[src/include/rcr_cfg.svh]
`ifndef RCR_CFG_SVH
`define RCR_CFG_SVH

// ======================================================================
// register offsets (byte addresses, one aligned word each)
`define RCR_OFS_FLAGS    8'h00
`define RCR_OFS_STAT     8'h04
`define RCR_OFS_IST      8'h08
`define RCR_OFS_IMSK     8'h0C
`define RCR_OFS_INFO     8'h10

// ======================================================================
// field positions
`define RCR_B_OVF        7
`define RCR_B_UNF        6
`define RCR_B_WDT        4
`define RCR_B_PIN        3
`define RCR_B_RI         2
`define RCR_B_POR        1
`define RCR_B_BOR        0
`define RCR_B_TO         4
`define RCR_B_PD         3

// ======================================================================
// reset values, write masks, restart vectors and bus response codes
`define RCR_FLAGS_POR    8'h1C
`define RCR_FLAGS_WMASK  8'hDF
`define RCR_STAT_POR     8'h18
`define RCR_STAT_WMASK   8'h07
`define RCR_IMSK_RST     8'h00
`define RCR_PC_RESET     15'h0000
`define RCR_PC_VECTOR    15'h0004
`define RCR_RESP_OKAY    2'h0
`define RCR_RESP_SLVERR  2'h2

`endif

[src/include/rcr_pkg.sv]
package rcr_pkg;

   // ===================================================================
   // event pulses from on-chip sources, same clock
   typedef struct packed {
      logic bor;
      logic wdt;
      logic rinst;
      logic ovf;
      logic unf;
      logic int_wake;
   } rcr_evt_t;

   typedef enum logic [1:0] {
      ST_IDLE  = 2'b00,
      ST_HOLD  = 2'b01,
      ST_START = 2'b11
   } rcr_state_t;

   typedef enum logic [3:0] {
      CS_POR, CS_BOR, CS_WDT, CS_WWAKE, CS_IWAKE,
      CS_PIN, CS_PINSLP, CS_RI, CS_OVF, CS_UNF
   } rcr_cause_t;

   typedef struct packed {
      logic        en;
      logic [7:0]  addr;
      logic [31:0] data;
      logic        be0;
   } rcr_wreq_t;

endpackage : rcr_pkg

[src/hdl/rcr_axil_slave.sv]
`timescale 1ns/1ps
`include "rcr_cfg.svh"

module rcr_axil_slave (
   input  wire logic              clk,
   input  wire logic              arst_n,
   input  wire logic              awvalid,
   output logic                   awready,
   input  wire logic [7:0]        awaddr,
   input  wire logic              wvalid,
   output logic                   wready,
   input  wire logic [31:0]       wdata,
   input  wire logic [3:0]        wstrb,
   output logic                   bvalid,
   input  wire logic              bready,
   output logic [1:0]             bresp,
   input  wire logic              arvalid,
   output logic                   arready,
   input  wire logic [7:0]        araddr,
   output logic                   rvalid,
   input  wire logic              rready,
   output logic [31:0]            rdata,
   output logic [1:0]             rresp,
   output rcr_pkg::rcr_wreq_t     wreq,
   input  wire logic              wr_ok,
   output logic [7:0]             rd_addr,
   input  wire logic [31:0]       rd_data,
   input  wire logic              rd_ok
);
   import rcr_pkg::*;

   logic [7:0]  awa_reg;
   logic [31:0] wd_reg;
   logic        be0_reg;
   logic        wr_fire;
   logic        rd_fire;

   // ready flops drop once taken and return once the answer is accepted
   assign wr_fire = ~awready & ~wready & ~bvalid;
   assign rd_fire = ~arready & ~rvalid;
   assign wreq    = '{en: wr_fire, addr: awa_reg, data: wd_reg,
                      be0: be0_reg};

   // ===================================================================
   // write address and data, either order
   always_ff @(posedge clk or negedge arst_n) begin
      if (!arst_n) begin
         awready <= 1'b1;
         awa_reg <= 8'h00;
      end else if (awready && awvalid) begin
         awready <= 1'b0;
         awa_reg <= awaddr;
      end else if (bvalid && bready) begin
         awready <= 1'b1;
      end
   end

   always_ff @(posedge clk or negedge arst_n) begin
      if (!arst_n) begin
         wready  <= 1'b1;
         wd_reg  <= 32'h0000_0000;
         be0_reg <= 1'b0;
      end else if (wready && wvalid) begin
         wready  <= 1'b0;
         wd_reg  <= wdata;
         be0_reg <= wstrb[0];
      end else if (bvalid && bready) begin
         wready  <= 1'b1;
      end
   end

   always_ff @(posedge clk or negedge arst_n) begin
      if (!arst_n) begin
         bvalid <= 1'b0;
         bresp  <= `RCR_RESP_OKAY;
      end else if (wr_fire) begin
         bvalid <= 1'b1;
         bresp  <= wr_ok ? `RCR_RESP_OKAY : `RCR_RESP_SLVERR;
      end else if (bready) begin
         bvalid <= 1'b0;
      end
   end

   // ===================================================================
   // read channel
   always_ff @(posedge clk or negedge arst_n) begin
      if (!arst_n) begin
         arready <= 1'b1;
         rd_addr <= 8'h00;
      end else if (arready && arvalid) begin
         arready <= 1'b0;
         rd_addr <= araddr;
      end else if (rvalid && rready) begin
         arready <= 1'b1;
      end
   end

   always_ff @(posedge clk or negedge arst_n) begin
      if (!arst_n) begin
         rvalid <= 1'b0;
         rdata  <= 32'h0000_0000;
         rresp  <= `RCR_RESP_OKAY;
      end else if (rd_fire) begin
         rvalid <= 1'b1;
         rdata  <= rd_data;
         rresp  <= rd_ok ? `RCR_RESP_OKAY : `RCR_RESP_SLVERR;
      end else if (rready) begin
         rvalid <= 1'b0;
      end
   end
endmodule : rcr_axil_slave

[src/hdl/rcr_sync2.sv]
`timescale 1ns/1ps

module rcr_sync2 #(
   parameter int           W   = 1,
   parameter logic [W-1:0] RST = '0
) (
   input  wire logic         clk,
   input  wire logic         arst_n,
   input  wire logic [W-1:0] d,
   output logic      [W-1:0] q
);
   logic [W-1:0] meta_reg;

   // first stage feeds only the second
   always_ff @(posedge clk or negedge arst_n) begin
      if (!arst_n) begin
         meta_reg <= RST;
         q        <= RST;
      end else begin
         meta_reg <= d;
         q        <= meta_reg;
      end
   end
endmodule : rcr_sync2

[src/hdl/rcr_top.sv]
`timescale 1ns/1ps
`include "rcr_cfg.svh"

module rcr_top (
   input  wire logic              CLK,
   input  wire logic              ARST_N,
   input  rcr_pkg::rcr_evt_t      EVT,
   input  wire logic              LOW_POWER_BROWNOUT_REQ,
   input  wire logic              EXTERNAL_RESET_PIN_N,
   input  wire logic              SLEEPING,
   input  wire logic              GLOBAL_INTERRUPT_ENABLE,
   input  wire logic              STACK_FAULT_RESET_ENABLE,
   input  wire logic [14:0]       CORE_PC,
   output logic                   CORE_HOLD,
   output logic                   CORE_START,
   output logic [14:0]            RESTART_PC,
   output logic                   VECTOR_AFTER_NEXT,
   output logic                   IRQ,
   input  wire logic              S_AXI_AWVALID,
   output logic                   S_AXI_AWREADY,
   input  wire logic [7:0]        S_AXI_AWADDR,
   input  wire logic              S_AXI_WVALID,
   output logic                   S_AXI_WREADY,
   input  wire logic [31:0]       S_AXI_WDATA,
   input  wire logic [3:0]        S_AXI_WSTRB,
   output logic                   S_AXI_BVALID,
   input  wire logic              S_AXI_BREADY,
   output logic [1:0]             S_AXI_BRESP,
   input  wire logic              S_AXI_ARVALID,
   output logic                   S_AXI_ARREADY,
   input  wire logic [7:0]        S_AXI_ARADDR,
   output logic                   S_AXI_RVALID,
   input  wire logic              S_AXI_RREADY,
   output logic [31:0]            S_AXI_RDATA,
   output logic [1:0]             S_AXI_RRESP
);
   import rcr_pkg::*;

   rcr_wreq_t   wreq;
   logic [7:0]  rd_addr;
   logic [31:0] rd_data;
   logic        rd_ok;
   logic        wr_ok;
   logic        pin_n_s;
   logic [7:0]  flags_reg, flags_next;
   logic [7:0]  stat_reg, stat_next;
   logic [7:0]  ist_reg, ist_next;
   logic [7:0]  imsk_reg;
   rcr_state_t  state_reg, state_next;
   rcr_cause_t  cause_reg, cause_next;
   logic [14:0] pc_next;
   logic        idle, pin_low, blk, stk;
   logic        e_bor, e_pin, e_wdt_rst, e_wdt_wake, e_ri;
   logic        e_ovf, e_unf, e_iwake, e_rst, e_wake;
   logic        we_flags, we_stat, we_ist, we_imsk;

   // ===================================================================
   // bus slave
   rcr_axil_slave u_bus (
      .clk     (CLK),
      .arst_n  (ARST_N),
      .awvalid (S_AXI_AWVALID),
      .awready (S_AXI_AWREADY),
      .awaddr  (S_AXI_AWADDR),
      .wvalid  (S_AXI_WVALID),
      .wready  (S_AXI_WREADY),
      .wdata   (S_AXI_WDATA),
      .wstrb   (S_AXI_WSTRB),
      .bvalid  (S_AXI_BVALID),
      .bready  (S_AXI_BREADY),
      .bresp   (S_AXI_BRESP),
      .arvalid (S_AXI_ARVALID),
      .arready (S_AXI_ARREADY),
      .araddr  (S_AXI_ARADDR),
      .rvalid  (S_AXI_RVALID),
      .rready  (S_AXI_RREADY),
      .rdata   (S_AXI_RDATA),
      .rresp   (S_AXI_RRESP),
      .wreq    (wreq),
      .wr_ok   (wr_ok),
      .rd_addr (rd_addr),
      .rd_data (rd_data),
      .rd_ok   (rd_ok)
   );

   // pin is asynchronous; released level assumed at power-up
   rcr_sync2 #(.W(1), .RST(1'b1)) u_pin_sync (
      .clk    (CLK),
      .arst_n (ARST_N),
      .d      (EXTERNAL_RESET_PIN_N),
      .q      (pin_n_s)
   );

   // ===================================================================
   // event selection, one cause per edge, except a stack fault with an interrupt wake
   assign idle    = (state_reg == ST_IDLE);
   assign pin_low = ~pin_n_s;
   assign e_bor   = EVT.bor | LOW_POWER_BROWNOUT_REQ;
   assign blk     = e_bor | pin_low | EVT.wdt | EVT.rinst;
   assign e_pin   = idle & pin_low & ~e_bor;
   assign e_wdt_rst  = idle & EVT.wdt & ~SLEEPING & ~e_bor & ~pin_low;
   assign e_wdt_wake = idle & EVT.wdt & SLEEPING & ~e_bor & ~pin_low;
   assign e_ri    = idle & EVT.rinst & ~e_bor & ~pin_low & ~EVT.wdt;
   // stack faults only reset when enabled by configuration
   assign stk     = idle & STACK_FAULT_RESET_ENABLE & ~blk;
   assign e_ovf   = stk & EVT.ovf;
   assign e_unf   = stk & EVT.unf & ~EVT.ovf;
   assign e_iwake = idle & SLEEPING & EVT.int_wake & ~blk;
   assign e_rst   = e_bor | e_pin | e_wdt_rst | e_ri | e_ovf | e_unf;
   assign e_wake  = e_wdt_wake | e_iwake;

   assign we_flags = wreq.en & wreq.be0 & (wreq.addr == `RCR_OFS_FLAGS);
   assign we_stat  = wreq.en & wreq.be0 & (wreq.addr == `RCR_OFS_STAT);
   assign we_ist   = wreq.en & wreq.be0 & (wreq.addr == `RCR_OFS_IST);
   assign we_imsk  = wreq.en & wreq.be0 & (wreq.addr == `RCR_OFS_IMSK);

   // ===================================================================
   // cause flags: software first, hardware wins
   always_comb begin
      flags_next = flags_reg;
      if (we_flags) begin
         flags_next = (flags_reg & ~`RCR_FLAGS_WMASK)
                    | (wreq.data[7:0] & `RCR_FLAGS_WMASK);
      end
      if (e_bor) begin
         flags_next[`RCR_B_OVF] = 1'b0;
         flags_next[`RCR_B_UNF] = 1'b0;
         flags_next[`RCR_B_WDT] = 1'b1;
         flags_next[`RCR_B_PIN] = 1'b1;
         flags_next[`RCR_B_BOR] = 1'b0;
      end
      if (e_wdt_rst) flags_next[`RCR_B_WDT] = 1'b0;
      if (e_pin)     flags_next[`RCR_B_PIN] = 1'b0;
      if (e_ri)      flags_next[`RCR_B_RI]  = 1'b0;
      if (e_ovf)     flags_next[`RCR_B_OVF] = 1'b1;
      if (e_unf)     flags_next[`RCR_B_UNF] = 1'b1;
   end

   // timeout and powerdown mark the cause
   always_comb begin
      stat_next = stat_reg;
      if (we_stat) begin
         stat_next = (stat_reg & ~`RCR_STAT_WMASK)
                   | (wreq.data[7:0] & `RCR_STAT_WMASK);
      end
      if (e_bor) begin
         stat_next[`RCR_B_TO] = 1'b1;
         stat_next[`RCR_B_PD] = 1'b1;
      end
      if (e_wdt_rst) stat_next[`RCR_B_TO] = 1'b0;
      if (e_wdt_wake) begin
         stat_next[`RCR_B_TO] = 1'b0;
         stat_next[`RCR_B_PD] = 1'b0;
      end
      if (e_iwake || (e_pin && SLEEPING)) begin
         stat_next[`RCR_B_TO] = 1'b1;
         stat_next[`RCR_B_PD] = 1'b0;
      end
   end

   // power-on values; bit 5 never stored
   always_ff @(posedge CLK or negedge ARST_N) begin
      if (!ARST_N) begin
         flags_reg <= `RCR_FLAGS_POR;
         stat_reg  <= `RCR_STAT_POR;
      end else begin
         flags_reg <= flags_next;
         stat_reg  <= stat_next;
      end
   end

   // ===================================================================
   // interrupt status, write one to clear, set wins
   always_comb begin
      ist_next = ist_reg;
      if (we_ist) ist_next = ist_reg & ~wreq.data[7:0];
      ist_next = ist_next | {1'b0, e_wake, e_unf, e_ovf, e_ri,
                             e_pin, e_wdt_rst, e_bor};
   end

   always_ff @(posedge CLK or negedge ARST_N) begin
      if (!ARST_N) begin
         ist_reg  <= 8'h00;
         imsk_reg <= `RCR_IMSK_RST;
         IRQ      <= 1'b0;
      end else begin
         ist_reg  <= ist_next;
         if (we_imsk) imsk_reg <= {1'b0, wreq.data[6:0]};
         IRQ      <= |(ist_reg & imsk_reg);
      end
   end

   // ===================================================================
   // restart sequencing
   always_comb begin
      state_next = state_reg;
      unique case (state_reg)
         ST_IDLE: begin
            if (e_rst) state_next = ST_HOLD;
            else if (e_wake) state_next = ST_START;
         end
         // hold until the pin lets go and brownout ends
         ST_HOLD: begin
            if (!(e_bor || pin_low)) state_next = ST_START;
         end
         ST_START: begin
            state_next = e_bor ? ST_HOLD : ST_IDLE;
         end
         default: state_next = ST_HOLD;
      endcase
   end

   // restart vector; wake resumes after sleep
   always_comb begin
      pc_next    = RESTART_PC;
      cause_next = cause_reg;
      if (e_bor) begin
         pc_next    = `RCR_PC_RESET;
         cause_next = CS_BOR;
      end else if (e_rst) begin
         pc_next    = `RCR_PC_RESET;
         cause_next = e_pin ? (SLEEPING ? CS_PINSLP : CS_PIN)
                    : e_wdt_rst ? CS_WDT : e_ri ? CS_RI
                    : e_ovf ? CS_OVF : CS_UNF;
      end else if (e_wake) begin
         pc_next    = 15'(CORE_PC + 15'h0001);
         cause_next = e_iwake ? CS_IWAKE : CS_WWAKE;
      end
   end

   // core held from power-on, then started at zero
   always_ff @(posedge CLK or negedge ARST_N) begin
      if (!ARST_N) begin
         state_reg         <= ST_HOLD;
         cause_reg         <= CS_POR;
         CORE_HOLD         <= 1'b1;
         CORE_START        <= 1'b0;
         RESTART_PC        <= `RCR_PC_RESET;
         VECTOR_AFTER_NEXT <= 1'b0;
      end else begin
         state_reg  <= state_next;
         cause_reg  <= cause_next;
         CORE_HOLD  <= (state_next == ST_HOLD);
         CORE_START <= (state_next == ST_START);
         RESTART_PC <= pc_next;
         if (e_rst || e_wake) begin
            VECTOR_AFTER_NEXT <= e_iwake & GLOBAL_INTERRUPT_ENABLE;
         end
      end
   end

   // ===================================================================
   // register read mux
   always_comb begin
      rd_ok   = 1'b1;
      rd_data = 32'h0000_0000;
      unique case (rd_addr)
         `RCR_OFS_FLAGS: rd_data = 32'(flags_reg);
         `RCR_OFS_STAT:  rd_data = 32'(stat_reg);
         `RCR_OFS_IST:   rd_data = 32'(ist_reg);
         `RCR_OFS_IMSK:  rd_data = 32'(imsk_reg);
         `RCR_OFS_INFO:  rd_data = 32'({state_reg, 2'b00, cause_reg});
         default:        rd_ok   = 1'b0;
      endcase
   end

   always_comb begin
      unique case (wreq.addr)
         `RCR_OFS_FLAGS, `RCR_OFS_STAT, `RCR_OFS_IST,
         `RCR_OFS_IMSK, `RCR_OFS_INFO: wr_ok = 1'b1;
         default: wr_ok = 1'b0;
      endcase
   end
endmodule : rcr_top

[config.mk]
export PLATFORM = sky130hd
export DESIGN_NAME = rcr_top
export DESIGN_NICKNAME = d
export VERILOG_FILES = /design/src/include/rcr_pkg.sv /design/src/hdl/rcr_axil_slave.sv /design/src/hdl/rcr_sync2.sv /design/src/hdl/rcr_top.sv
export VERILOG_INCLUDE_DIRS = /design/src /design/src/include
export SDC_FILE = /design/constraint.sdc
export NUM_CORES = 1
export LEC_CHECK = 0
export BUFFER_PORTS_ARGS = -buffer_cell sky130_fd_sc_hd__buf_2
export CAP_MARGIN = 5
export CORE_UTILIZATION = 55
export DETAILED_ROUTE_END_ITERATION = 8
export PLACE_DENSITY_LB_ADDON = 0.15
export REMOVE_ABC_BUFFERS = 1
export SETUP_SLACK_MARGIN = 0.4
export SYNTH_ARGS = -nofsm -noshare
export SYNTH_HDL_FRONTEND = slang
export SYNTH_SLANG_ARGS = --single-unit
[constraint.sdc]
create_clock -name CLK -period 4.77 [get_ports CLK]
set_clock_uncertainty 0.05 [all_clocks]
set_input_delay 0.2385 -clock CLK [delete_from_list [all_inputs] [get_ports CLK]]
set_output_delay 0.2385 -clock CLK [all_outputs]
set_load 0.05 [all_outputs]
# Yosys cells after proc, flatten, opt, wreduce, memory -nomap -nowiden
# Cells that the tools add are included.
# classes
n_reduce_logical	29
mux	46
bitwise_logic	57
eq_ne	12
n_addsub	1
# ops
operator	count
$mux W15	3
$pmux W8 S5	1
$eq A8 B4 Y1 const B	4
$and A1 B1 Y1	30
$mux W4	6
$mux W2	11
$mux W1	20
$eq A8 B3 Y1 const B	2
$eq A8 B5 Y1 const B	2
$logic_not A8 Y1	2
$mux W8	2
$add A15 B1 Y15 const B	1
$reduce_bool A3 Y1	5
$reduce_bool A2 Y1	7
$not A1 Y1	11
$or A1 B1 Y1	10
$reduce_or A5 Y1	2
$and A8 B7 Y8	1
$and A8 B8 Y8	1
$not A8 Y8	1
$or A6 B8 Y8	1
$or A8 B3 Y8	1
$or A8 B7 Y8	1
$reduce_or A8 Y1	1
10 further kinds	19
# totals
in_bits	85
output_inout_bits	60
word_cells	178
reg_bits	124

# Logic depth before layout (Yosys ltp)
# Gate-level depths: netlist (run 1).
# depth
word_depth	13
ltp_mapped	7
ltp_nobuf	6

# Modules after synthesis
# From an unflattened synthesis (run 1), not the netlist that was laid out.
# hier_totals
hier_cells	490
hier_area_um2	6481.2
# modules_own_cells
module	seq_area_each_um2	cells_per_inst	instances	area_per_inst_um2
rcr_axil_slave	2205.9	198	1	3450.8
rcr_top	1310.0	290	1	2977.9
rcr_sync2	52.6	2	1	52.6

# Worst setup path before layout (run 1)
# No wires, ideal clock.
# synth_timing
path_type	reg-to-reg
startpoint	register u_bus.bvalid
endpoint	register stat_reg[0]
path_stages_with_launch	6
period_less_slack_ps	2189
arrival_time_ps	2014
setup_time_ps	125
path_buffers	0
required_time_ps	4595
setup_slack_ps	2581
path_cell_list	dfrtp_1 > or3_2 > nor4_4 > nand2_1 > nor2_2 > mux2_2
# synth_via
elab_chain_len	4
# synth_rtl
element	line_no	source
start, declared	rcr_axil_slave.sv:14	output logic bvalid,
start signal, assigned	rcr_axil_slave.sv:74	bvalid <= 1'b0;
start signal, assigned	rcr_axil_slave.sv:77	bvalid <= 1'b1;
start signal, assigned	rcr_axil_slave.sv:80	bvalid <= 1'b0;
$not A1 Y1	rcr_axil_slave.sv:39	assign wr_fire = ~awready & ~wready & ~bvalid;
$and A1 B1 Y1	rcr_axil_slave.sv:39	
$and A1 B1 Y1 (2 in a row)	rcr_top.sv:113	assign we_stat = wreq.en & wreq.be0 & (wreq.addr == `RCR_OFS_STAT);
end signal, assigned	rcr_top.sv:165	stat_reg <= `RCR_STAT_POR;
end signal, assigned	rcr_top.sv:168	stat_reg <= stat_next;
end, declared	rcr_top.sv:46	logic [7:0] stat_reg, stat_next;
# Every way passes these cells.
# A chain may end at the register's enable or synchronous reset.

# Worst setup path after layout (run 1)
# layout_timing
startpoint	register state_reg[1]
endpoint	register cause_reg[2]
# layout_via
elab_chain_len	11
word_cells_on_any_way	36
classes_between	mux: 7; bitwise: 27; reduce/logical: 2
# layout_rtl
element	line_no	source
start, declared	rcr_top.sv:49	rcr_state_t state_reg, state_next;
start signal, assigned	rcr_top.sv:241	state_reg <= state_next;
$logic_not A2 Y1 (*)	rcr_top.sv:96	assign idle = (state_reg == ST_IDLE);
$and A1 B1 Y1	rcr_top.sv:101, rcr_top.sv:102	
$and A1 B1 Y1 (3 in a row)	rcr_top.sv:101	assign e_wdt_rst = idle & EVT.wdt & ~SLEEPING & ~e_bor & ~pin_low;
$or A1 B1 Y1 (4 in a row)	rcr_top.sv:109	assign e_rst = e_bor | e_pin | e_wdt_rst | e_ri | e_ovf | e_unf;
$mux W4	rcr_top.sv:220	end else if (e_rst) begin
$mux W4	rcr_top.sv:217	if (e_bor) begin
end signal, assigned	rcr_top.sv:242	cause_reg <= cause_next;
end, declared	rcr_top.sv:50	rcr_cause_t cause_reg, cause_next;
# Every way passes the cells marked *; elsewhere a longest branch is shown, timed or not. The select of a mux whose other input is x is not followed.

==> impl_metrics.csv, run 1 <==
group,metric,value,unit
placed_design,gpl_wtd_cong,0.8117,
global_routing,grt_first_pass_wirelength,15.48,mm
floorplan,initial_core_util,0.5777,
cts,cts_tree,"built",
cts,clock_tree.root_cell,"clkbuf_8",
timing,finalHoldViolations,0,
cts,h_tree_levels,3,
yosys,yosys_warnings,0,
timing,worst_slew_pin_slew,1.101,ns
yosys,post_synth_instance_area,4557,um^2
worst_setup_path,timing.reg2reg.setup_slack,1.94,ns
worst_setup_path,criticalPathCategory,"flop to flop",
drt,detail_route.drc_violations,0,
cells_and_area,area_grow_syn2layout,15.51,%
job,maxCapViolations,0,
global_routing,grt-busiest-layer,"met2",
min_path,hold_path_depth,2,
drt,final_wirelength,9.090,mm
worst_setup_path,critPathTopFamily,"simple AND/OR/NAND/NOR gates",
worst_setup_path,end_kind,"flop",
cells_and_area,layout-drive-gt1-share,0.3438,
yosys,syn_inst,415,
global_routing,grt.total_usage,0.2278,
worst_setup_path,crit_slowest_cell,"nor2_2",
global_routing,grt_overflow_total,0,
worst_setup_path,timing.critical_path.slowest_cell_delay,0.89,ns
placed_design,placement.io_buffers,91,
cells_and_area,finalNonFillerCells,614,
floorplan,fp.dieArea,8654,um^2
timing,setup_tns_final,0,ns
cts,cts.reportedPaths.clkPinSlew,0.09,ns
global_routing,number_of_global_route_vias_before_repair,3284,
cells_and_area,layout.cells.most_common_list,"90 x buf_2, 82 x dfrtp_1, 48 x nand2_1, 42 x mux2_2, 29 x nor2_1",
drt,drt_pass1_iterations,4,
global_routing,grt_use_met1,0.3097,
cells_and_area,final_net_count,593,
placed_design,placement.setup.worst_slack,1.931,ns
cells_and_area,max_flop_register,"RESTART_PC",
cts,clock_insertion_delay_worst_skew,0.35,ns
cells_and_area,finish.utilization,0.6674,
yosys,ys_types,52,
worst_setup_path,worstPathBufferInverterCount,0,
global_routing,global_route.usage.met2,0.3713,
timing,timing.final.crit_share,0.5941,
global_routing,groute.layer.met3.usage,0.04878,
drt,vias_per_cell,5.422,
floorplan,core_area,7888,um^2
power_and_ir_drop,leakage_component_of_the_power,2.469,nW
power_and_ir_drop,cell_pwr_density,434.5,nW/um^2
min_path,min_to,"u_bus.rvalid",
cts,clock_sink_count,94,
timing,rsz0062_at_grt,"no",
cells_and_area,final_common_cell,"buf_2",
cts,post-cts-setup-buffers,0,
cells_and_area,diodes,0,
worst_setup_path,r2r_cells,5,
cts,clock_path_buffers,2,
worst_setup_path,path_max_fanout,30,
global_routing,initial_antenna_violation_count,0,
yosys,synthArstFlopShare,1.000,
timing,report.final.slew_viol_count,0,
global_routing,largest_net_degree_at_the_start_of_global_routing,74,
yosys,count_of_flip_flops_with_a_built_in_enable_after_synthesis,0,
yosys,ys_dominant_reg_cell,"dfrtp_1",
timing,hold_slack,0.02800,ns
yosys,yosysSeqAreaShare,0.5195,
floorplan,chipWidth,93.03,um
worst_setup_path,crit-reg2reg-capture,"cause_reg[2]",
timing,final.setup.worst_slack,1.936,ns
drt,detail_route.iter0.violations,157,
worst_setup_path,cp_data_arrival_time,3.03,ns
drt,final_antenna_net_count,0,
drt,detailroute.via_count,3329,
placed_design,placedCellCount,593,
yosys,number_of_synthesized_register_bits,94,
cells_and_area,largest_reg_flops,15,
worst_setup_path,critPathRequiredTime,4.97,ns
min_path,min-delay-start,"S_AXI_RREADY",
placed_design,dp_hpwl,6.640,mm
timing,timing.slew.headroom,0.2653,
worst_setup_path,critical_path.cell_chain,"nor4_2, nand2_1, nor2_2, nor2_1, a22o_1",
worst_setup_path,timing.critical_path.from_type,"flop",
timing,fmax,352.9,MHz
cts,tritoncts.num_buffers,9,
floorplan,die_y,93.03,um
drt,routed_wire_length_per_instance,14.80,um
timing,setup-violations-final,0,
power_and_ir_drop,vdd.ir_drop.worst,295.5,uV
cells_and_area,filler_cell_count,661,
run_status,run_status,"finished, final reports clean",
yosys,avgSynthCellArea,10.98,um^2
timing,period_needed,2.834,ns
worst_setup_path,critical_path.reg2reg.startpoint,"state_reg[1]",
floorplan,std_cell_rows,32,
min_path,worst_hold_check_path_type,"input pin to flop",
floorplan,ports,145,
per-stage QoR:
step | total power [mW] | area [um^2]
detailed placement | 1.750 | 4999
finish | 2.287 | 5264
floorplan | 1.565 | 4390
global placement | 1.727 | 4999
global route | 2.412 | 5264
CTS | 2.306 | 5264
cell usage after synthesis (3+ instances only):
master,instances,area share
a22o_1,9,0.017
nor3_1,7,0.0077
a31oi_1,3,0.0041
mux2_2,42,0.10
dfrtp_1,82,0.45
a21oi_1,12,0.013
mux2i_1,16,0.035
clkbuf_1,10,0.0082
a22oi_1,4,0.0066
nor2b_1,3,0.0041
o211ai_1,6,0.0099
or2_2,3,0.0041
xor2_1,4,0.0077
o31ai_1,3,0.0049
nand2b_1,5,0.0069
inv_1,4,0.0033
nand3_1,10,0.011
o21ai_0,14,0.015
nand2_1,48,0.040
nor2_1,30,0.025
buf_2,4,0.0044
a211oi_1,13,0.021
dfstp_2,12,0.069
xnor2_1,9,0.017
buf_4,26,0.043
nor4_1,6,0.0082
metal layers:
layer	wire [um]	part of all wire
met4	119	0.013
met5	0	0
met1	4100	0.45
met3	484	0.053
met2	4385	0.48
kinds of logic (layout without fill, tap and decap cells):
logic type               after synthesis  after routing  synth area share
other                                  1             26         0.0008229
AO/OA/AOI/OAI                         73             73            0.1098
flip-flops                            94             94            0.5195
buffers and inverters                 46            118           0.06041
multiplexers                          58             58            0.1389
adder cells (fa/ha/maj)                1              1          0.002745
AND/OR/NAND/NOR                      129            129            0.1428
XOR/XNOR                              13             13           0.02499
final cells by class:
class                      count  area [um^2]  area share
sequential                    94         2367      0.4497
multi-input combinational    300         2016      0.3829
timing repair buffer          98        523.0     0.09936
clock buffer                  11        151.4     0.02876
tap                          102        127.6     0.02425
clock inverter                 5        63.81     0.01212
inverter                       4        15.01    0.002852
worst register-to-register path, delay by kind of cell (launching register included):
family	cells	cell delay, ns
flip-flops	1	0.52
AND/OR/NAND/NOR	4	1.89
AO/OA/AOI/OAI	1	0.29
worst max path at each step:
stage | from | to | slack (ns) | cells past startpoint
6_report | state_reg[1] | cause_reg[2] | 1.94 | 5
5_1_grt | state_reg[1] | cause_reg[2] | 1.61 | 5
3_5_place_dp | state_reg[1] | VECTOR_AFTER_NEXT | 1.93 | 5
2_1_floorplan | state_reg[1] | cause_reg[1] | 2.09 | 5
3_3_place_gp | state_reg[1] | cause_reg[2] | 1.95 | 5
4_1_cts | state_reg[1] | cause_reg[2] | 1.94 | 5
power breakdown:
part           internal, mW  total, mW  switching (mW)
clock                 0.276      0.554           0.278
sequential            0.963       1.13           0.172
combinational         0.252      0.598           0.346
what timing repair did:
item | CTS | global route
setup endpoints to repair | 0 | 0
endpoints found under the hold margin | 25 | 0
resized for setup | 0 | 0
hold buffers | 5 | 0
Power figures use the tool's default switching activity.
==> inputs of run 2 (changes only) <==
CORE_UTILIZATION = 46   (was 55)
clock period = 2.3 ns   (was 4.77 ns; I/O delays follow)
==> impl_metrics.csv, run 2 (synthesis gave the netlist of run 1 again) <==
group,metric,value,unit
cts,clock_tree.root_cell,"clkbuf_8",
cts,clock_sink_count,94,
worst_setup_path,path_max_fanout,7,
power_and_ir_drop,vdd.ir_drop.worst,614.7,uV
drt,detailroute.via_count,3479,
timing,setup-violations-final,0,
cells_and_area,max_flop_register,"RESTART_PC",
worst_setup_path,crit-reg2reg-capture,"imsk_reg[3]",
power_and_ir_drop,clock_power_share,0.206,
drt,detail_route.iter0.violations,97,
placed_design,dp_hpwl,7.036,mm
run_status,run_status,"finished, final reports clean",
floorplan,chipWidth,101.5,um
timing,worst_slew_pin_slew,0.5674,ns
min_path,min-delay-start,"CORE_PC[11]",
timing,final.setup.worst_slack,0.3120,ns
floorplan,ports,145,
floorplan,die_y,101.5,um
placed_design,placedCellCount,626,
cells_and_area,diodes,0,
timing,report.final.slew_viol_count,0,
cells_and_area,layout.cells.most_common_list,"90 x buf_2, 82 x dfrtp_1, 46 x nand2_1, 40 x mux2_2, 39 x dlygate4sd3_1",
global_routing,grt_overflow_total,0,
cells_and_area,finalInstanceArea,5757,um^2
timing,fmax,503.0,MHz
worst_setup_path,timing.critical_path.slowest_cell_delay,0.56,ns
worst_setup_path,timing.reg2reg.setup_slack,0.31,ns
cts,clock_path_buffers,2,
power_and_ir_drop,cell_pwr_density,819.7,nW/um^2
worst_setup_path,critical_path.reg2reg.startpoint,"u_bus.awa_reg[5]",
power_and_ir_drop,leakage_component_of_the_power,2.679,nW
timing,hold_slack,0.01875,ns
min_path,worst_hold_check_path_type,"input pin to flop",
timing,rsz0062_at_grt,"yes",
power_and_ir_drop,comb_power_share,0.290,
placed_design,placement.io_buffers,91,
worst_setup_path,crit_slowest_cell,"or4_4",
worst_setup_path,critPathRequiredTime,2.50,ns
worst_setup_path,cp_data_arrival_time,2.19,ns
power_and_ir_drop,seqPwrFrac,0.505,
cells_and_area,finish.utilization,0.6114,
placed_design,detailed_place.area,5090,um^2
power_and_ir_drop,switching_share,0.3634,
min_path,min_to,"RESTART_PC[11]",
timing,setup_tns_final,0,ns
global_routing,grt_first_pass_wirelength,16.65,mm
floorplan,std_cell_rows,35,
cells_and_area,final_common_cell,"buf_2",
floorplan,fp.dieArea,10310,um^2
job,maxCapViolations,0,
placed_design,gpl_wtd_cong,0.8555,
cells_and_area,layout-drive-gt1-share,0.3441,
floorplan,core_area,9415,um^2
cts,tritoncts.num_buffers,9,
min_path,hold_path_depth,3,
worst_setup_path,end_kind,"flop",
drt,routed_wire_length_per_instance,14.67,um
drt,vias_per_cell,5.064,
cells_and_area,finalNonFillerCells,687,
cells_and_area,filler_cell_count,791,
cts,cts.reportedPaths.clkPinSlew,0.09,ns
power_and_ir_drop,design_power_total,4.719,mW
drt,final_antenna_net_count,0,
timing,period_needed,1.988,ns
drt,drt_pass1_iterations,4,
worst_setup_path,critical_path.cell_chain,"or4_4, nor4_4, buf_4, buf_4, nand3_4, mux2_2",
worst_setup_path,timing.critical_path.from_type,"flop",
cts,h_tree_levels,3,
power_and_ir_drop,net-switching-power,1.715,mW
timing,finalHoldViolations,0,
worst_setup_path,r2r_cells,6,
global_routing,largest_net_degree_at_the_start_of_global_routing,61,
timing,timing.final.crit_share,0.8643,
worst_setup_path,criticalPathCategory,"flop to flop",
placed_design,placement.setup.worst_slack,0.1921,ns
global_routing,grt.total_usage,0.2105,
worst_setup_path,crit_path_frequent_cell,"buf_4",
drt,final_wirelength,10.08,mm
cells_and_area,largest_reg_flops,15,
cts,clock_insertion_delay_worst_skew,0.36,ns
cells_and_area,area_grow_syn2layout,26.33,%
drt,detail_route.drc_violations,0,
power_and_ir_drop,power_report.internal_total,3.004,mW
floorplan,initial_core_util,0.4840,
cts,cts_tree,"built",
cells_and_area,final_net_count,639,
global_routing,initial_antenna_violation_count,0,
timing,timing.slew.headroom,0.6204,
global_routing,number_of_global_route_vias_before_repair,3495,
run 2: changes by cell type in the layout (fill, tap and decap cells not counted), sizes merged:
| cell | change |
|---|---|
| buf | +12 |
| clkinvlp | +1 |
| clkbuf | -1 |
| dlygate4sd3 | +34 |
| clkinv | +3 |
| inv | -2 |
| bufinv | -1 |
run 2: power groups by stage:
| stage | registers, mW | clock network, mW | logic (mW) |
|---|---|---|---|
| floorplan | 2.50 | 0 | 0.741 |
| global placement | 2.38 | 0 | 1.23 |
| detailed placement | 2.40 | 0 | 1.26 |
| CTS | 2.37 | 0.996 | 1.35 |
| global route | 2.44 | 1.05 | 1.48 |
| finish | 2.38 | 0.970 | 1.37 |
run 2: final cells by class:
| type | count | area (um^2) | area share |
|---|---|---|---|
| inverters | 4 | 15.01 | 0.002608 |
| repair buffers | 144 | 977.2 | 0.1697 |
| multi-input cells | 300 | 2069 | 0.3595 |
| clock buffers | 10 | 127.6 | 0.02217 |
| flip-flops and latches | 94 | 2367 | 0.4112 |
| clock inverters | 6 | 38.79 | 0.006738 |
| well taps | 129 | 161.4 | 0.02804 |
run 2: routing by layer:
layer,part of all wire,up-vias,routed length (um),track usage
met1,0.47,1672,4758,0.2824
met2,0.48,80,4856,0.3451
met3,0.029,13,297,0.03313
li1,-,1714,-,-
met5,0,-,0,0
met4,0.016,0,165,0.07915
run 2: worst max-delay path by stage:
stage / start / end / slack [ns]
2_1_floorplan: state_reg[1] / cause_reg[1] / -0.38
3_3_place_gp: u_bus.awa_reg[0] / stat_reg[2] / 0.21
3_5_place_dp: u_bus.awa_reg[0] / stat_reg[2] / 0.19
4_1_cts: u_bus.awa_reg[5] / stat_reg[1] / 0.32
5_1_grt: u_bus.awa_reg[5] / imsk_reg[4] / 0.24
6_report: u_bus.awa_reg[5] / imsk_reg[3] / 0.31
run 2: worst max-delay path, delay by kind of cell, from the launching register on:
kind                   cells  cell delay [ns]
buffers and inverters      2             0.30
and+or+nand+nor            3             0.83
muxes                      1             0.31
DFF                        1             0.39
run 2: what timing repair did:
| item | CTS | global route |
|---|---|---|
| endpoints found under the hold margin | 69 | 0 |
| endpoints found under the setup margin | 17 | 42 |
| gates resized for setup | 2 | 13 |
| buffers inserted | 2 | 4 |
| hold buffers | 39 | 0 |
| pin swaps | 4 | 2 |
==> inputs of run 3 (changes only) <==
CORE_UTILIZATION = 40   (was 46)
MAX_ROUTING_LAYER = met4   (was default)
TNS_END_PERCENT = 100   (was default)
==> impl_metrics.csv, run 3 (synthesis gave the netlist of run 1 again) <==
group,metric,value,unit
worst_setup_path,r2r_cells,5,
floorplan,std_cell_rows,38,
job,maxCapViolations,0,
timing,rsz0062_at_grt,"yes",
worst_setup_path,crit_slowest_cell,"or4_4",
worst_setup_path,crit-reg2reg-capture,"imsk_reg[5]",
cts,clock_tree.root_cell,"clkbuf_16",
global_routing,largest_net_degree_at_the_start_of_global_routing,60,
drt,detailroute.via_count,3479,
cells_and_area,layout.cells.most_common_list,"90 x buf_2, 81 x dfrtp_1, 48 x nand2_1, 38 x mux2_2, 37 x dlygate4sd3_1",
drt,final_wirelength,10.22,mm
global_routing,grt.total_usage,0.1908,
worst_setup_path,timing.critical_path.slowest_cell_delay,0.56,ns
drt,routed_wire_length_per_instance,14.70,um
cells_and_area,diodes,0,
min_path,min-delay-start,"CORE_PC[12]",
drt,detail_route.iter0.violations,129,
cts,tritoncts.num_buffers,9,
drt,final_antenna_net_count,0,
worst_setup_path,path_max_fanout,7,
drt,vias_per_cell,5.006,
floorplan,core_area,10980,um^2
min_path,hold_path_depth,3,
floorplan,initial_core_util,0.4149,
run_status,run_status,"finished, final reports clean",
worst_setup_path,timing.reg2reg.setup_slack,0.33,ns
worst_setup_path,critical_path.cell_chain,"or4_4, nor4_4, buf_4, nand3_4, mux2_4",
drt,detail_route.drc_violations,0,
global_routing,grt_overflow_total,0,
cts,clock_insertion_delay_worst_skew,0.34,ns
floorplan,chipWidth,108.7,um
global_routing,number_of_global_route_vias_before_repair,3372,
worst_setup_path,end_kind,"flop",
timing,timing.slew.headroom,0.5271,
cts,cts.reportedPaths.clkPinSlew,0.07,ns
timing,fmax,506.5,MHz
placed_design,dp_hpwl,7.255,mm
cells_and_area,largest_reg_flops,15,
cells_and_area,layout-drive-gt1-share,0.3387,
worst_setup_path,criticalPathCategory,"flop to flop",
timing,timing.final.crit_share,0.8584,
timing,period_needed,1.974,ns
cts,cts_tree,"built",
placed_design,gpl_wtd_cong,0.7787,
power_and_ir_drop,cell_pwr_density,904.2,nW/um^2
timing,finalHoldViolations,0,
floorplan,fp.dieArea,11820,um^2
cts,h_tree_levels,3,
drt,drt_pass1_iterations,5,
cells_and_area,final_common_cell,"buf_2",
global_routing,grt_first_pass_wirelength,16.78,mm
cells_and_area,area_grow_syn2layout,29.43,%
floorplan,ports,145,
cells_and_area,filler_cell_count,990,
min_path,worst_hold_check_path_type,"input pin to flop",
worst_setup_path,cp_data_arrival_time,2.15,ns
timing,report.final.slew_viol_count,0,
floorplan,die_y,108.7,um
worst_setup_path,critical_path.reg2reg.startpoint,"u_bus.awa_reg[6]",
power_and_ir_drop,leakage_component_of_the_power,2.715,nW
placed_design,placedCellCount,638,
timing,worst_slew_pin_slew,0.7086,ns
cts,clock_sink_count,94,
cells_and_area,finish.utilization,0.5370,
placed_design,placement.io_buffers,91,
min_path,min_to,"RESTART_PC[12]",
global_routing,initial_antenna_violation_count,0,
timing,setup-violations-final,0,
cts,clock_path_buffers,2,
worst_setup_path,critPathRequiredTime,2.47,ns
worst_setup_path,timing.critical_path.from_type,"flop",
cells_and_area,finalNonFillerCells,695,
cells_and_area,max_flop_register,"RESTART_PC",
power_and_ir_drop,vdd.ir_drop.worst,553.1,uV
cells_and_area,final_net_count,636,
-- run 3: worst max-delay path, delay by kind of cell, from the launching register on --
family        cells  cell delay [ns]
simple gates      3             0.91
mux               1             0.33
buf+inv           1             0.18
flops             1             0.38
-- run 3: routing by layer --
metal	GRT usage	up-vias	routed length, um
met2	0.2952	102	4759
li1	-	1700	-
met5	-	-	0
met4	0.05212	0	97
met3	0.03945	9	445
met1	0.2544	1668	4915
-- run 3: final cells by class --
class                   count  area [um^2]  share of cell area
flip-flops and latches     94         2369              0.4016
multi-input cells         300         2076              0.3519
repair buffers            141        945.9              0.1604
clock buffers              11        232.7             0.03946
well taps                 140        175.2             0.02970
clock inverters             5        85.08             0.01443
inverters                   4        15.01            0.002546
-- run 3: timing repair --
item / 4_1_cts / 5_1_grt
hold buffers: 37 / 0
pin swaps: 4 / 2
setup buffers: 3 / 1
endpoints found under the hold margin: 65 / 0
resized for setup: 8 / 11
setup endpoints to repair: 17 / 30
-- run 3: metrics by stage --
| stage | hold slack, ns | instance area (um^2) | setup TNS, ns | power, mW | setup slack (ns) |
|---|---|---|---|---|---|
| 3_3_place_gp | 0.05514 | 5111 | 0 | 3.627 | 0.1941 |
| 4_1_cts | 0.03428 | 5858 | 0 | 5.379 | 0.3310 |
| 6_report | 0.04528 | 5898 | 0 | 5.333 | 0.3257 |
| 3_5_place_dp | 0.05594 | 5111 | 0 | 3.668 | 0.1669 |
| 2_1_floorplan | -0.2306 | 4390 | -3.911 | 3.245 | -0.3784 |
| 5_1_grt | 0.05132 | 5898 | 0 | 5.631 | 0.2490 |
-- run 3: where the power goes --
group / total [mW] / internal [mW] / switching (mW) / leakage, nW
sequential: 2.36 / 2.00 / 0.356 / 1.18
combinational: 1.39 / 0.613 / 0.775 / 1.39
clock: 1.59 / 0.959 / 0.626 / 0.150
total: 5.33 / 3.58 / 1.76 / 2.71
-- run 3: how the worst max path moves through the flow --
stage / startpoint / endpoint / slack [ns] / cells past startpoint
4_1_cts: u_bus.awa_reg[6] / ist_reg[2] / 0.33 / 6
5_1_grt: u_bus.awa_reg[6] / imsk_reg[5] / 0.25 / 5
3_3_place_gp: u_bus.awa_reg[0] / stat_reg[2] / 0.19 / 5
2_1_floorplan: state_reg[1] / cause_reg[1] / -0.38 / 5
6_report: u_bus.awa_reg[6] / imsk_reg[5] / 0.33 / 5
3_5_place_dp: u_bus.awa_reg[0] / stat_reg[2] / 0.17 / 5
